--- src/design/spc_pkg.sv ---
package spc_pkg;
  // ==========================================================
  // Register map
  localparam logic [11:0] SPC_REG_OFFSET      = 12'h354;
  // ==========================================================
  // Field positions
  localparam int          SPC_CNT_LSB         = 16;
  localparam int          SPC_PD3_BIT         = 12;
  localparam int          SPC_PD2_BIT         = 11;
  localparam int          SPC_BAT_BIT         = 10;
  localparam int          SPC_CLKGATE_BIT     = 0;
  // ==========================================================
  // Reset, fixed and maximum count values
  localparam logic [15:0] SPC_CNT_RESET_32    = 16'h03E8;
  localparam logic [15:0] SPC_CNT_RESET_16    = 16'h17E8;
  localparam logic [15:0] SPC_CNT_FIXED_16    = 16'h1400;
  localparam logic [15:0] SPC_CNT_MAX         = 16'h0FFF;
  localparam logic [15:0] SPC_LOW_RESET       = 16'h1BA0;
  // ==========================================================
  // Timing: slow suspend clock period from the core clock
  localparam int          SPC_CORE_CLK_HZ     = 50_000_000;
  localparam int          SPC_SLOW_PERIOD_US  = 10;
  localparam int          SPC_SLOW_DIV        = SPC_CORE_CLK_HZ / 1_000_000 * SPC_SLOW_PERIOD_US;

  // Register access request
  typedef struct packed {
    logic        wr;
    logic        rd;
    logic [11:0] addr;
    logic [31:0] wdata;
  } spc_req_t;

  typedef enum {SPC_SUSPENDED, SPC_AWAKE} spc_state_t;
endpackage

--- src/design/spc_top.sv ---
`timescale 1ns/1ns
// Overview of operation
// - After a wake-up event stay awake for the hold count, then suspend.
// - Return to suspend only if software has not resumed normal operation.
// - Hold count resets to 03E8h, a 10 ms interval.
// - A hold count of zero never wakes; the device stays suspended.
// - Setting FFFh gives the longest documented wake time, 40.95 ms.
// - Each count unit is one 10 us slow suspend clock period.
// - In 16-bit bus mode the hold count resets to 17E8h.
// - In 16-bit mode any write of the count after the mode capture cycle forces 1400h.
// - Bit 12 set connects the third port pull-downs.
// - Bit 11 set connects the second port pull-downs.
// - Bit 10 controls power to the battery detector.
// - In suspend, bit 10 low powers the detector, high leaves it off.
module spc_top
  import spc_pkg::*;
#(
  parameter int SLOW_DIV = SPC_SLOW_DIV
) (
  input  wire logic            core_clk_in,
  input  wire logic            resetn_in,
  input  wire spc_pkg::spc_req_t req_in,
  input  wire logic            bus16_mode_in,
  input  wire logic            wake_event_in,
  input  wire logic            normal_op_in,
  output logic [31:0]          rdata_out,
  output logic                 rvalid_out,
  output logic                 awake_out,
  output logic                 third_port_pulldown_enable_out,
  output logic                 second_port_pulldown_enable_out,
  output logic                 battery_detector_power_out,
  output logic                 host_core_clock_gate_out
);
  import spc_pkg::*;

  logic [15:0] hold_count;
  logic [15:0] next_hold_count;
  logic [15:0] low_bits;
  logic [15:0] remain;
  logic        mode_s1;
  logic        mode_s2;
  logic        wake_s1;
  logic        wake_s2;
  logic        wake_d;
  logic        norm_s1;
  logic        norm_s2;
  logic        mode_seen;
  logic        slow_tick;
  logic        wake_pulse;
  logic        reg_wr;
  logic        reg_rd;
  spc_state_t  state;

  // Register decode and wake edge
  assign reg_wr     = req_in.wr && (req_in.addr == SPC_REG_OFFSET);
  assign reg_rd     = req_in.rd && (req_in.addr == SPC_REG_OFFSET);
  assign wake_pulse = wake_s2 && !wake_d;

  // ==========================================================
  // Pin synchronisers
  always_ff @(posedge core_clk_in) begin
    if (!resetn_in) begin
      wake_s1 <= 1'b0;
      wake_s2 <= 1'b0;
      wake_d  <= 1'b0;
      norm_s1 <= 1'b0;
      norm_s2 <= 1'b0;
    end else begin
      wake_s1 <= wake_event_in;
      wake_s2 <= wake_s1;
      wake_d  <= wake_s2;
      norm_s1 <= normal_op_in;
      norm_s2 <= norm_s1;
    end
  end

  // Bus mode synchroniser runs through reset, so the mode
  // is already settled when the count default is chosen
  always_ff @(posedge core_clk_in) begin
    mode_s1 <= bus16_mode_in;
    mode_s2 <= mode_s1;
  end

  // Restart on a wake edge so the first slow period is a full one
  // slow tick divider
  spc_tick_div #(
    .DIV (SLOW_DIV)
  ) u_div (
    .core_clk_in (core_clk_in),
    .resetn_in   (resetn_in),
    .restart_in  (wake_pulse),
    .tick_out    (slow_tick)
  );

  // ==========================================================
  // Count a write would store; 16-bit mode ignores the data
  always_comb begin
    next_hold_count = req_in.wdata[SPC_CNT_LSB +: 16];
    if (mode_s2) begin
      next_hold_count = SPC_CNT_FIXED_16;
    end else if (req_in.wdata[SPC_CNT_LSB +: 16] > SPC_CNT_MAX) begin
      // FFFh is the longest setting, larger data saturates
      next_hold_count = SPC_CNT_MAX;
    end
  end

  // ==========================================================
  // Hold count field; bus mode caught after reset release
  always_ff @(posedge core_clk_in) begin
    if (!resetn_in) begin
      hold_count <= SPC_CNT_RESET_32;
      mode_seen  <= 1'b0;
    end else if (!mode_seen) begin
      // A count write in this capture cycle is dropped
      mode_seen <= 1'b1;
      if (mode_s2) begin
        hold_count <= SPC_CNT_RESET_16;
      end
    end else if (reg_wr) begin
      hold_count <= next_hold_count;
    end
  end

  // Low half: pull-downs, detector power, clock gate, reserved bits
  always_ff @(posedge core_clk_in) begin
    if (!resetn_in) begin
      low_bits <= SPC_LOW_RESET;
    end else if (reg_wr) begin
      low_bits <= req_in.wdata[15:0];
    end
  end

  // ==========================================================
  // Wake hold state machine
  // Slow ticks only count down while awake
  always_ff @(posedge core_clk_in) begin
    if (!resetn_in) begin
      state  <= SPC_SUSPENDED;
      remain <= 16'h0000;
    end else begin
      case (state)
        SPC_SUSPENDED: begin
          if (wake_pulse && hold_count != 16'h0000) begin
            state  <= SPC_AWAKE;
            remain <= hold_count;
          end
        end
        SPC_AWAKE: begin
          if (wake_pulse) begin
            remain <= hold_count;
          end else if (norm_s2) begin
            remain <= hold_count;
          end else if (slow_tick) begin
            if (remain <= 16'h0001) begin
              state <= SPC_SUSPENDED;
            end
            remain <= remain - 16'h0001;
          end
        end
        default: state <= SPC_SUSPENDED;
      endcase
    end
  end

  // ==========================================================
  // Read port: answer one cycle after the request
  always_ff @(posedge core_clk_in) begin
    if (!resetn_in) begin
      rvalid_out <= 1'b0;
      rdata_out  <= 32'h00000000;
    end else begin
      rvalid_out <= req_in.rd;
      // Unmapped offsets read back as zero
      if (reg_rd) begin
        rdata_out <= {hold_count, low_bits};
      end else begin
        rdata_out <= 32'h00000000;
      end
    end
  end

  // ==========================================================
  // Awake indication and detector power
  always_ff @(posedge core_clk_in) begin
    if (!resetn_in) begin
      awake_out                  <= 1'b0;
      battery_detector_power_out <= 1'b0;
    end else begin
      awake_out                  <= (state == SPC_AWAKE) || norm_s2;
      // detector powered unless suspended with bit set
      battery_detector_power_out <= (state == SPC_AWAKE) || norm_s2 || !low_bits[SPC_BAT_BIT];
    end
  end

  // ==========================================================
  // Register bits copied onto the control pins
  always_ff @(posedge core_clk_in) begin
    if (!resetn_in) begin
      third_port_pulldown_enable_out  <= 1'b0;
      second_port_pulldown_enable_out <= 1'b0;
      host_core_clock_gate_out        <= 1'b0;
    end else begin
      third_port_pulldown_enable_out  <= low_bits[SPC_PD3_BIT];
      second_port_pulldown_enable_out <= low_bits[SPC_PD2_BIT];
      // Clock gate bit only drives this pin
      host_core_clock_gate_out        <= low_bits[SPC_CLKGATE_BIT];
    end
  end
endmodule

--- src/design/spc_tick_div.sv ---
`timescale 1ns/1ns
// One-cycle enable pulse every DIV core cycles
module spc_tick_div #(
  parameter int DIV = 500
) (
  input  wire logic core_clk_in,
  input  wire logic resetn_in,
  input  wire logic restart_in,
  output logic      tick_out
);
  logic [15:0] cnt;

  // ==========================================================
  // Divider
  always_ff @(posedge core_clk_in) begin
    if (!resetn_in || restart_in) begin
      cnt      <= 16'h0000;
      tick_out <= 1'b0;
    end else if (cnt == 16'(DIV - 1)) begin
      cnt      <= 16'h0000;
      tick_out <= 1'b1;
    end else begin
      cnt      <= cnt + 16'h0001;
      tick_out <= 1'b0;
    end
  end
endmodule

--- config.mk ---
export PLATFORM = sky130hd
export DESIGN_NAME = spc_top
export DESIGN_NICKNAME = d
export VERILOG_FILES = /design/src/design/spc_pkg.sv /design/src/design/spc_top.sv /design/src/design/spc_tick_div.sv
export SDC_FILE = /design/constraint.sdc
export NUM_CORES = 1
export LEC_CHECK = 0
export BUFFER_PORTS_ARGS = -buffer_cell sky130_fd_sc_hd__buf_2
export CORE_MARGIN = 4
export CORE_UTILIZATION = 26
export DETAILED_ROUTE_END_ITERATION = 16
export SLEW_MARGIN = 20
export SYNTH_ARGS = -nofsm -noshare
export SYNTH_HDL_FRONTEND = slang
export SYNTH_SLANG_ARGS = --single-unit
--- constraint.sdc ---
create_clock -name core_clk_in -period 5.2 [get_ports core_clk_in]
set_clock_uncertainty 0.15 [all_clocks]
set_input_delay 0.26 -clock core_clk_in [delete_from_list [all_inputs] [get_ports core_clk_in]]
set_output_delay 0.26 -clock core_clk_in [all_outputs]
set_load 0.05 [all_outputs]
* Word-level counts from Yosys, hierarchy flattened
Index checks and enable logic that the tools add are counted.
** Word-level totals
- Register bits after elaboration :: 143
- Input port bits :: 51
- Output and inout port bits :: 38
- Logic and storage cells :: 73
** Operators by class
- $add $sub $neg :: 2
- Order comparisons :: 2
- Equal/unequal tests :: 11
- Muxes and demuxes :: 18
- Reductions and logical operators :: 19
** Operators with widths (number)
- $mux W32 :: 5
- $mux W16 :: 9
- $pmux W32 S2 :: 1
- $eq A32 B1 Y1 const B :: 1
- $eq A32 B2 Y1 const B :: 1
- $logic_not A32 Y1 :: 1
- $pmux W16 S2 :: 1
- $add A16 B1 Y16 const B :: 1
- $eq A16 B9 Y1 const B :: 1
- $gt A16 B12 Y1 const B :: 1
- $le A16 B1 Y1 const B :: 1
- $reduce_bool A16 Y1 :: 1
- $sub A16 B1 Y16 const B :: 1
- $eq A12 B10 Y1 const B :: 1
- $ne A2 B2 Y1 const B :: 4
- $reduce_and A5 Y1 :: 1
- $logic_and A1 B1 Y1 :: 4
- $ne A2 B1 Y1 const B :: 2
- $ne A4 B2 Y1 const B :: 1
- $reduce_and A2 Y1 :: 2
- $reduce_bool A2 Y1 :: 2
- $logic_not A1 Y1 :: 3
- $logic_or A1 B1 Y1 :: 3
- $reduce_and A3 Y1 :: 1
- other kinds (2) :: 3

* Longest topological paths before layout
Gate-level depths: netlist (run 1).
- Depth after elaboration :: 6
- Gate-level depth with buffers :: 7
- Mapped depth without buffers :: 7

* Modules after synthesis
Synthesis (run 1) repeated with hierarchy kept, for this count alone.
** Second synthesis, totals
- Cell total of the unflattened synthesis :: 460
- Area, all modules :: 4408.0 µm²
** By module, submodules not included
- spc_top :: times used 1, cells an instance 379, area an instance 3637.2 µm², sequential area each 1901.8 µm²
- spc_tick_div :: times used 1, cells an instance 81, area an instance 770.7 µm², sequential area each 340.3 µm²

* Least setup slack after synthesis (run 1)
OpenSTA, ideal clock, no wires.
- Path type :: register -> register
- Start :: reg remain[0]
- End :: reg remain[14]
- Library setup time :: 70 ps
- Arrival :: 1664 ps
- Required time :: 4980 ps
- Path slack :: 3315 ps
- Stages on the path, launching flop included :: 8
- Path buffers :: 0
- Period minus slack after synthesis :: 1885 ps
- Cells stage by stage :: dfxtp_1 inv_1 ha_1 or4b_1 nor2_2 nand3_1 a21o_1 a21oi_1
** On the way
- Cells in the longest elaborated chain, start to end :: 5
** RTL lines
- from (decl) :: RTL line spc_top.sv:39 : logic [15:0] remain;
- from (signal assigned) :: RTL line spc_top.sv:145 : remain <= hold_count;
- from (signal assigned) :: RTL line spc_top.sv:150 : remain <= hold_count;
- from (signal assigned) :: RTL line spc_top.sv:152 : remain <= hold_count;
- $sub A16 B1 Y16 :: RTL line spc_top.sv:157 : remain <= remain - 16'h0001;
- $mux W16 :: RTL line spc_top.sv:153 : end else if (slow_tick) begin
- $mux W16 :: RTL line spc_top.sv:151 : end else if (norm_s2) begin
- $mux W16 :: RTL line spc_top.sv:149 : if (wake_pulse) begin
- $pmux W16 S2 :: RTL line spc_top.sv:141 : case (state)
Every way passes these cells. The select of a mux whose other input is x is not followed.
A chain may end at the register's enable or synchronous reset.

* Final worst setup path (run 1)
- Start :: reg wake_d
- End :: reg remain[10]
** On the way
- Cells in the longest elaborated chain, start to end :: 5
- Elaborated cells between the ends (all ways) :: 8
- Those cells by class :: 2 x eq/ne; 2 x mux; 4 x reduce/logical
** RTL lines
- from (decl) :: RTL line spc_top.sv:44 : logic wake_d;
- from (signal assigned) :: RTL line spc_top.sv:71 : wake_d <= wake_s2;
- $logic_not A1 Y1 * :: RTL line spc_top.sv:57 : assign wake_pulse = wake_s2 && !wake_d;
- $logic_and A1 B1 Y1 * :: RTL line spc_top.sv:57
- $logic_and A1 B1 Y1 :: RTL line spc_top.sv:143 : if (wake_pulse && hold_count != 16'h0000) begin
- $ne A2 B2 Y1 (no source line)
- $reduce_and A3 Y1 (no source line)
Every way passes the cells marked *; elsewhere a longest branch is shown, timed or not.

==> flow_summary.toml, run 1 <==
[status]
outcome = "completed"

[clock_tree]
root_buffer = "clkbuf_16"
htreeDepth = 3
clock_latency_ns = 0.36
clock_sinks = 112
numCtsBuffers = 9
ctsResizeCount = 0
post_cts_buffers = 0
clk_pin_slew_ns = 0.08
clock_path_buffers = 2
cts_tree = "done"
holdBufCountCts = 23

[synth]
syn_avg_cell_area_um2 = 9.36
synth_most_common_cell = "dfxtp_1"
ys_types = 49
synthFlopType = "dfxtp_1"
synth.top_cells.by_count = "dfxtp_1 (112), nor2_1 (60), and2_1 (45)"
async_flop_share_pct = 0
synthCells = 454
synth_top_cell_area_share_pct = 52.8
synth-seq-area-share_pct = 52.8
synth_edf_count = 0
synth.largest_area_cell = "dfxtp_1"
syn-cell-area_mm2 = 0.00425
synth-seq-cells = 112
synth_nets = 508
ys_warn_count = 0
synthTopCellsByArea = "dfxtp_1 (53%), and2_1 (6.6%), nor2_1 (5.3%)"

[worst_hold_path]
min_path_type = "primary input to register"

[global_routing]
grt_first_pass_wirelength_um = 18400
grt_usage_pct = 12.6
gr-total-overflow = 0
antenna_found_initial = 2
grt_pass1_vias = 3747
grt_max_degree = 33

[placed_design]
place_ws_ns = 2.83
post-dp-hpwl_um = 7900
placed_cells = 738
placed_area_mm2 = 0.00488
gp_congestion = 0.795
port_buffers = 88

[layout]
syn_to_final_growth_pct = 27.4
fillerInstances = 1645
layout-drive-gt1-share_pct = 20.9
antenna_cells = 0
ff_latch_area_mm2 = 0.00224
final_cells = 777
design_area_mm2 = 0.00541
multi_input_area_mm2 = 0.00189
nets = 610

[timing]
slew_headroom_pct = 28.2
fin_crit_ns = 2.39
maxSlewViolCount = 0
setup_viol = 0
fmax_mhz = 419
rsz0062_at_grt = "no"
fin_tns_setup_ns = 0
worstMarginPinSlew_ns = 1.07
finalHoldViolCount = 0
fin_ws_ns = 2.81
fin_crit_sh_pct = 45.9

[worst_setup_path]
slowest_delay_ns = 0.77
worstSetupStartpointType = "register"
crit_required_ns = 5.34
worstPathArrival_ns = 2.53
cp-end-kind = "register"
crit_chain = "nand2b_1, nand3b_1, nor4_1, o21ai_0, a21oi_1"
path_max_fanout = 29
path_class = "register to register"
cp_num_buf_inv = 0
crit_slowest_cell = "nand3b_1"
cpLargestDelayFamily = "simple AND/OR/NAND/NOR gates"

[floorplan]
start_util_pct = 26.7
die_area_mm2 = 0.0185
die_w_um = 136
ios = 89
coreArea_mm2 = 0.0159
die_height_um = 136
std_cell_rows = 46

[run]
drv_cap = 0

[drt]
dr_total_vias = 3595
totalWireLength_um = 10900
drt-pass1-iter-count = 4
wl_per_cell_um = 14.0
viasPerCell = 4.63
drc = 0
detail-route-antenna-nets = 0
first_iter_violations = 259

[pwr]
ir_drop_uv = 175
leakage_nw = 2.37
p_per_area_mw_per_mm2 = 312
==> state kept, by name (all words and copies together) (netlist names) <==
| register | count |
|---|---|
| awake_out | 1 |
| wake_d | 1 |
| mode_seen | 1 |
| mode_s2 | 1 |
| rvalid_out | 1 |
| remain | 16 |
| rdata_out | 32 |
| u_div.cnt | 16 |
| norm_s1 | 1 |
| wake_s2 | 1 |
| mode_s1 | 1 |
| u_div.tick_out | 1 |
| battery_detector_power_out | 1 |
| wake_s1 | 1 |
| norm_s2 | 1 |
| third_port_pulldown_enable_out | 1 |
| hold_count | 16 |
| state | 1 |
| low_bits | 16 |
| host_core_clock_gate_out | 1 |
| second_port_pulldown_enable_out | 1 |
==> where the power goes <==
| group | internal, W | switching, W | total (W) |
|---|---|---|---|
| Combinational | 0.0000515 | 0.0000715 | 0.000123 |
| Clock | 0.000340 | 0.000347 | 0.000687 |
| Sequential | 0.000869 | 0.0000110 | 0.000880 |
==> path summary, 6_finish.rpt <==
kind,slack (ns),from,endpoint,cells after the start
hold / removal,0.01,req_in[18],hold_count[2]$_SDFFE_PN0P_,3
setup / recovery,2.81,wake_d$_SDFF_PN0_,remain[10]$_SDFFE_PN0P_,5
setup reg to reg,2.81,wake_d$_SDFF_PN0_,remain[10]$_SDFFE_PN0P_,5
hold reg to reg,0.18,mode_s1$_DFF_P_,mode_s2$_DFF_P_,0
==> worst reg2reg max path: stages, from the launching register on <==
cell and delay [ns]:
dfxtp_1 0.31, nand2b_1 0.22, nand3b_1 0.77, nor4_1 0.59
o21ai_0 0.15, a21oi_1 0.14
==> logic make-up (layout without fill, tap and decap cells) <==
family / after synthesis / count (layout) / share of synthesized area, %
XOR/XNOR: 13 / 13 / 2.68
AND/OR/NAND/NOR: 202 / 202 / 25.1
multiplexers: 17 / 17 / 4.00
adder cells (fa/ha/maj): 3 / 3 / 0.883
AO/OA/AOI/OAI: 78 / 78 / 11.8
buffers and inverters: 29 / 136 / 2.77
flip-flops: 112 / 112 / 52.8
==> area by class of cell <==
type | count | share of cell area (%)
Clock buffer | 9 | 4.16
Clock inverter | 7 | 1.36
Inverter | 7 | 0.485
Multi-Input combinational cell | 313 | 34.9
Sequential cell | 112 | 41.4
Tap cell | 216 | 4.99
Timing Repair Buffer | 113 | 12.7
==> cells in the final DEF, fill, tap and decap left out, types with 2 or more instances in the layout <==
| cell type | Yosys | layout |
|---|---|---|
| nand3b_1 | 3 | 3 |
| nor4b_1 | 2 | 2 |
| o211ai_1 | 2 | 2 |
| inv_8 | 0 | 3 |
| mux2i_1 | 17 | 17 |
| inv_1 | 7 | 7 |
| o31ai_1 | 2 | 2 |
| nor4_1 | 9 | 9 |
| clkinvlp_4 | 0 | 2 |
| or2_2 | 2 | 2 |
| and2_1 | 45 | 45 |
| nand2b_1 | 3 | 3 |
| dlygate4sd3_1 | 0 | 23 |
| xnor2_1 | 4 | 4 |
| and4_1 | 3 | 2 |
| nand2_1 | 27 | 27 |
| and3_1 | 7 | 7 |
| buf_4 | 0 | 2 |
| or3_1 | 4 | 4 |
| nand3_1 | 11 | 11 |
| xor2_1 | 9 | 9 |
| buf_2 | 7 | 88 |
| a21oi_1 | 25 | 25 |
| o21ai_0 | 19 | 19 |
| o2bb2ai_1 | 5 | 5 |
| nor3_2 | 2 | 2 |
| clkbuf_16 | 0 | 9 |
| a31o_2 | 2 | 2 |
| o21a_1 | 3 | 3 |
| nand4_1 | 8 | 8 |
| o22a_1 | 5 | 5 |
| nor2_1 | 60 | 60 |
| or4_1 | 2 | 2 |
| a21o_1 | 6 | 6 |
| ha_1 | 3 | 3 |
| nor3_1 | 7 | 7 |
| dfxtp_1 | 112 | 112 |
==> per-layer routing <==
layer | share of wire (%) | global-route usage [%] | vias to the layer above
li1 | - | - | 1773
met1 | 44 | 15.5 | 1700
met2 | 47 | 20.6 | 100
met3 | 6.9 | 4.33 | 18
met4 | 1.7 | 4.26 | 4
met5 | 0.25 | 0 | -
==> per-stage QoR <==
| step | util (%) | hold slack [ns] | power, W |
|---|---|---|---|
| 6_report | 34.0 | 0.0105 | 0.00169 |
| 5_1_grt | 34.0 | 0.0164 | 0.00177 |
| 4_1_cts | 34.0 | 0.000982 | 0.00171 |
| 3_5_place_dp | 30.6 | 0.169 | 0.00101 |
| 3_3_place_gp | 30.6 | 0.165 | 0.00101 |
| 2_1_floorplan | - | 0.138 | 0.000968 |
No activity file was read; power rests on OpenSTA's default activity.
==> run 2: changes to the inputs <==
==> constraint.sdc (replaced) <==
create_clock -name core_clk_in -period 2.06 [get_ports core_clk_in]
set_clock_uncertainty 0.15 [all_clocks]
set_input_delay 0.103 -clock core_clk_in [delete_from_list [all_inputs] [get_ports core_clk_in]]
set_output_delay 0.103 -clock core_clk_in [all_outputs]
set_load 0.05 [all_outputs]
==> run 2 against run 1 <==
Against the previous run:
- die area unchanged
- sequential share of layout area down 2.0 points
- total power rose to 2.6 times the previous value
- global-route usage up 0.44 points
- first-iteration DRC count up 8.9%
- worst setup slack worse by 2.7 ns
- sequential cell count unchanged
- final cell count up 3.5%
- sequential power rose to 2.5 times the previous value
- critical endpoint is now remain[14]$_SDFFE_PN0P_
==> flow_summary.toml, run 2 (synthesized netlist as in run 1, its figures left out) <==
[pwr]
power_switching_w = 0.00111
internal_power_w = 0.00335
p_total_w = 0.00446
p_per_area_mw_per_mm2 = 784
leakage_nw = 2.52
power_frac_seq_pct = 49.8
switching_share_pct = 25.0
pwr-share-comb_pct = 7.8
clock_power_share_pct = 42.4
ir_drop_uv = 453

[clock_tree]
root_buffer = "clkbuf_16"
htreeDepth = 3
cts_tree = "done"
post_cts_buffers = 0
clock_path_buffers = 2
clock_latency_ns = 0.37
clock_sinks = 112
numCtsBuffers = 9
clk_pin_slew_ns = 0.08

[worst_setup_path]
worstSetupStartpoint = "remain[0]$_SDFFE_PN0P_"
path_class = "register to register"
slowest_delay_ns = 0.52
crit_top_cell = "a21oi_1"
cp_num_buf_inv = 1
worstSetupStartpointType = "register"
worstPathArrival_ns = 2.00
cp-end-kind = "register"
crit_slowest_cell = "or4b_4"
crit_required_ns = 2.15
cpLargestDelayFamily = "simple AND/OR/NAND/NOR gates"
crit_chain = "inv_1, ha_1, or4b_4, nor2_4, a21oi_1, o21ai_0, a21oi_1"
r2r-start = "remain[0]$_SDFFE_PN0P_"
path_max_fanout = 6

[timing]
setup_viol = 0
rsz0062_at_grt = "no"
maxSlewViolCount = 0
finalHoldViolCount = 0
fin_crit_ns = 1.91
fin_tns_setup_ns = 0
slew_headroom_pct = 71.7
worstMarginPinSlew_ns = 0.419
fin_crit_sh_pct = 92.8
fmax_mhz = 523

[floorplan]
die_area_mm2 = 0.0185
die_height_um = 136
start_util_pct = 26.7
coreArea_mm2 = 0.0159
ios = 89
std_cell_rows = 46
die_w_um = 136

[run]
drv_cap = 0

[global_routing]
grt_usage_pct = 13.0
grt_first_pass_wirelength_um = 19000
grt_pass1_vias = 3837
gr-total-overflow = 0
grt_max_degree = 32
antenna_found_initial = 1

[worst_hold_path]
min_path_type = "register to register"
worstHoldStart = "mode_s1$_DFF_P_"

[drt]
drc = 0
viasPerCell = 4.65
drt-pass1-iter-count = 5
totalWireLength_um = 11400
wl_per_cell_um = 14.2
detail-route-antenna-nets = 0
dr_total_vias = 3737
first_iter_violations = 282

[layout]
final_cell_mix = "dfxtp_1 (112), buf_2 (88), nor2_1 (60)"
largest_reg_flops = 32
layout-drive-gt1-share_pct = 22.6
nets = 637
syn_to_final_growth_pct = 34.0
final_common_cell = "dfxtp_1"
antenna_cells = 0
largest_register = "rdata_out"

[placed_design]
port_buffers = 88
post-dp-hpwl_um = 8030
gp_congestion = 0.870

[status]
outcome = "completed"
[run 2: cell count changes in the layout (fill, tap and decap cells not counted), sizes merged]
| cell | previous run | this run |
|---|---|---|
| inv | 10 | 12 |
| clkinvlp | 2 | 0 |
| bufinv | 0 | 1 |
| clkinv | 2 | 1 |
| buf | 90 | 106 |
| dlygate4sd3 | 23 | 34 |
[run 2: area by class of cell]
class / instances / area (µm²)
multi-input cells: 313 / 1900
well taps: 216 / 270
clock buffers: 9 / 225
repair buffers: 140 / 928
inverters: 7 / 26.3
flip-flops and latches: 112 / 2240
fillers: 1643 / 10200
clock inverters: 7 / 103
[run 2: repair_timing]
action / 4_1_cts / 5_1_grt
gates resized for setup: 0 / 2
endpoints found under the setup margin: 0 / 3
hold endpoints to repair: 33 / 0
hold buffers: 34 / 0
[run 2: power by group through the flow]
| stage | sequential [W] | clock [W] | combinational, W |
|---|---|---|---|
| floorplan | 0.00228 | 0 | 0.000164 |
| global placement | 0.00227 | 0 | 0.000287 |
| detailed placement | 0.00227 | 0 | 0.000291 |
| CTS | 0.00222 | 0.00194 | 0.000342 |
| global route | 0.00223 | 0.00203 | 0.000386 |
| finish | 0.00222 | 0.00189 | 0.000349 |
[run 2: worst paths after layout]
check                                 end  slack, ns  cells after the start
setup / recovery  remain[14]$_SDFFE_PN0P_       0.15                      7
hold / removal            mode_s2$_DFF_P_       0.18                      0
setup reg to reg  remain[14]$_SDFFE_PN0P_       0.15                      7
hold reg to reg           mode_s2$_DFF_P_       0.18                      0
[run 2: metal layers]
layer / global-route usage, % / part of all wire, % / vias up / routed length, µm
met4: 4.26 / 1.8 / 2 / 205
met3: 4.89 / 7.2 / 20 / 827
met2: 21.5 / 47 / 115 / 5410
met1: 15.6 / 44 / 1774 / 4970
met5: 0 / 0.11 / - / 13
li1: - / - / 1826 / -
[run 2: metrics by stage]
stage               instances  utilization [%]  area [µm²]  hold slack [ns]  worst slack (ns)
floorplan                 454                -        4250          -0.0193             0.175
global placement          754             31.5        5020           0.0606            0.0819
detailed placement        754             31.5        5020           0.0584           0.00478
CTS                       804             35.7        5680            0.190            0.0640
global route              804             35.7        5690            0.195            0.0163
finish                    804             35.7        5690            0.185             0.149
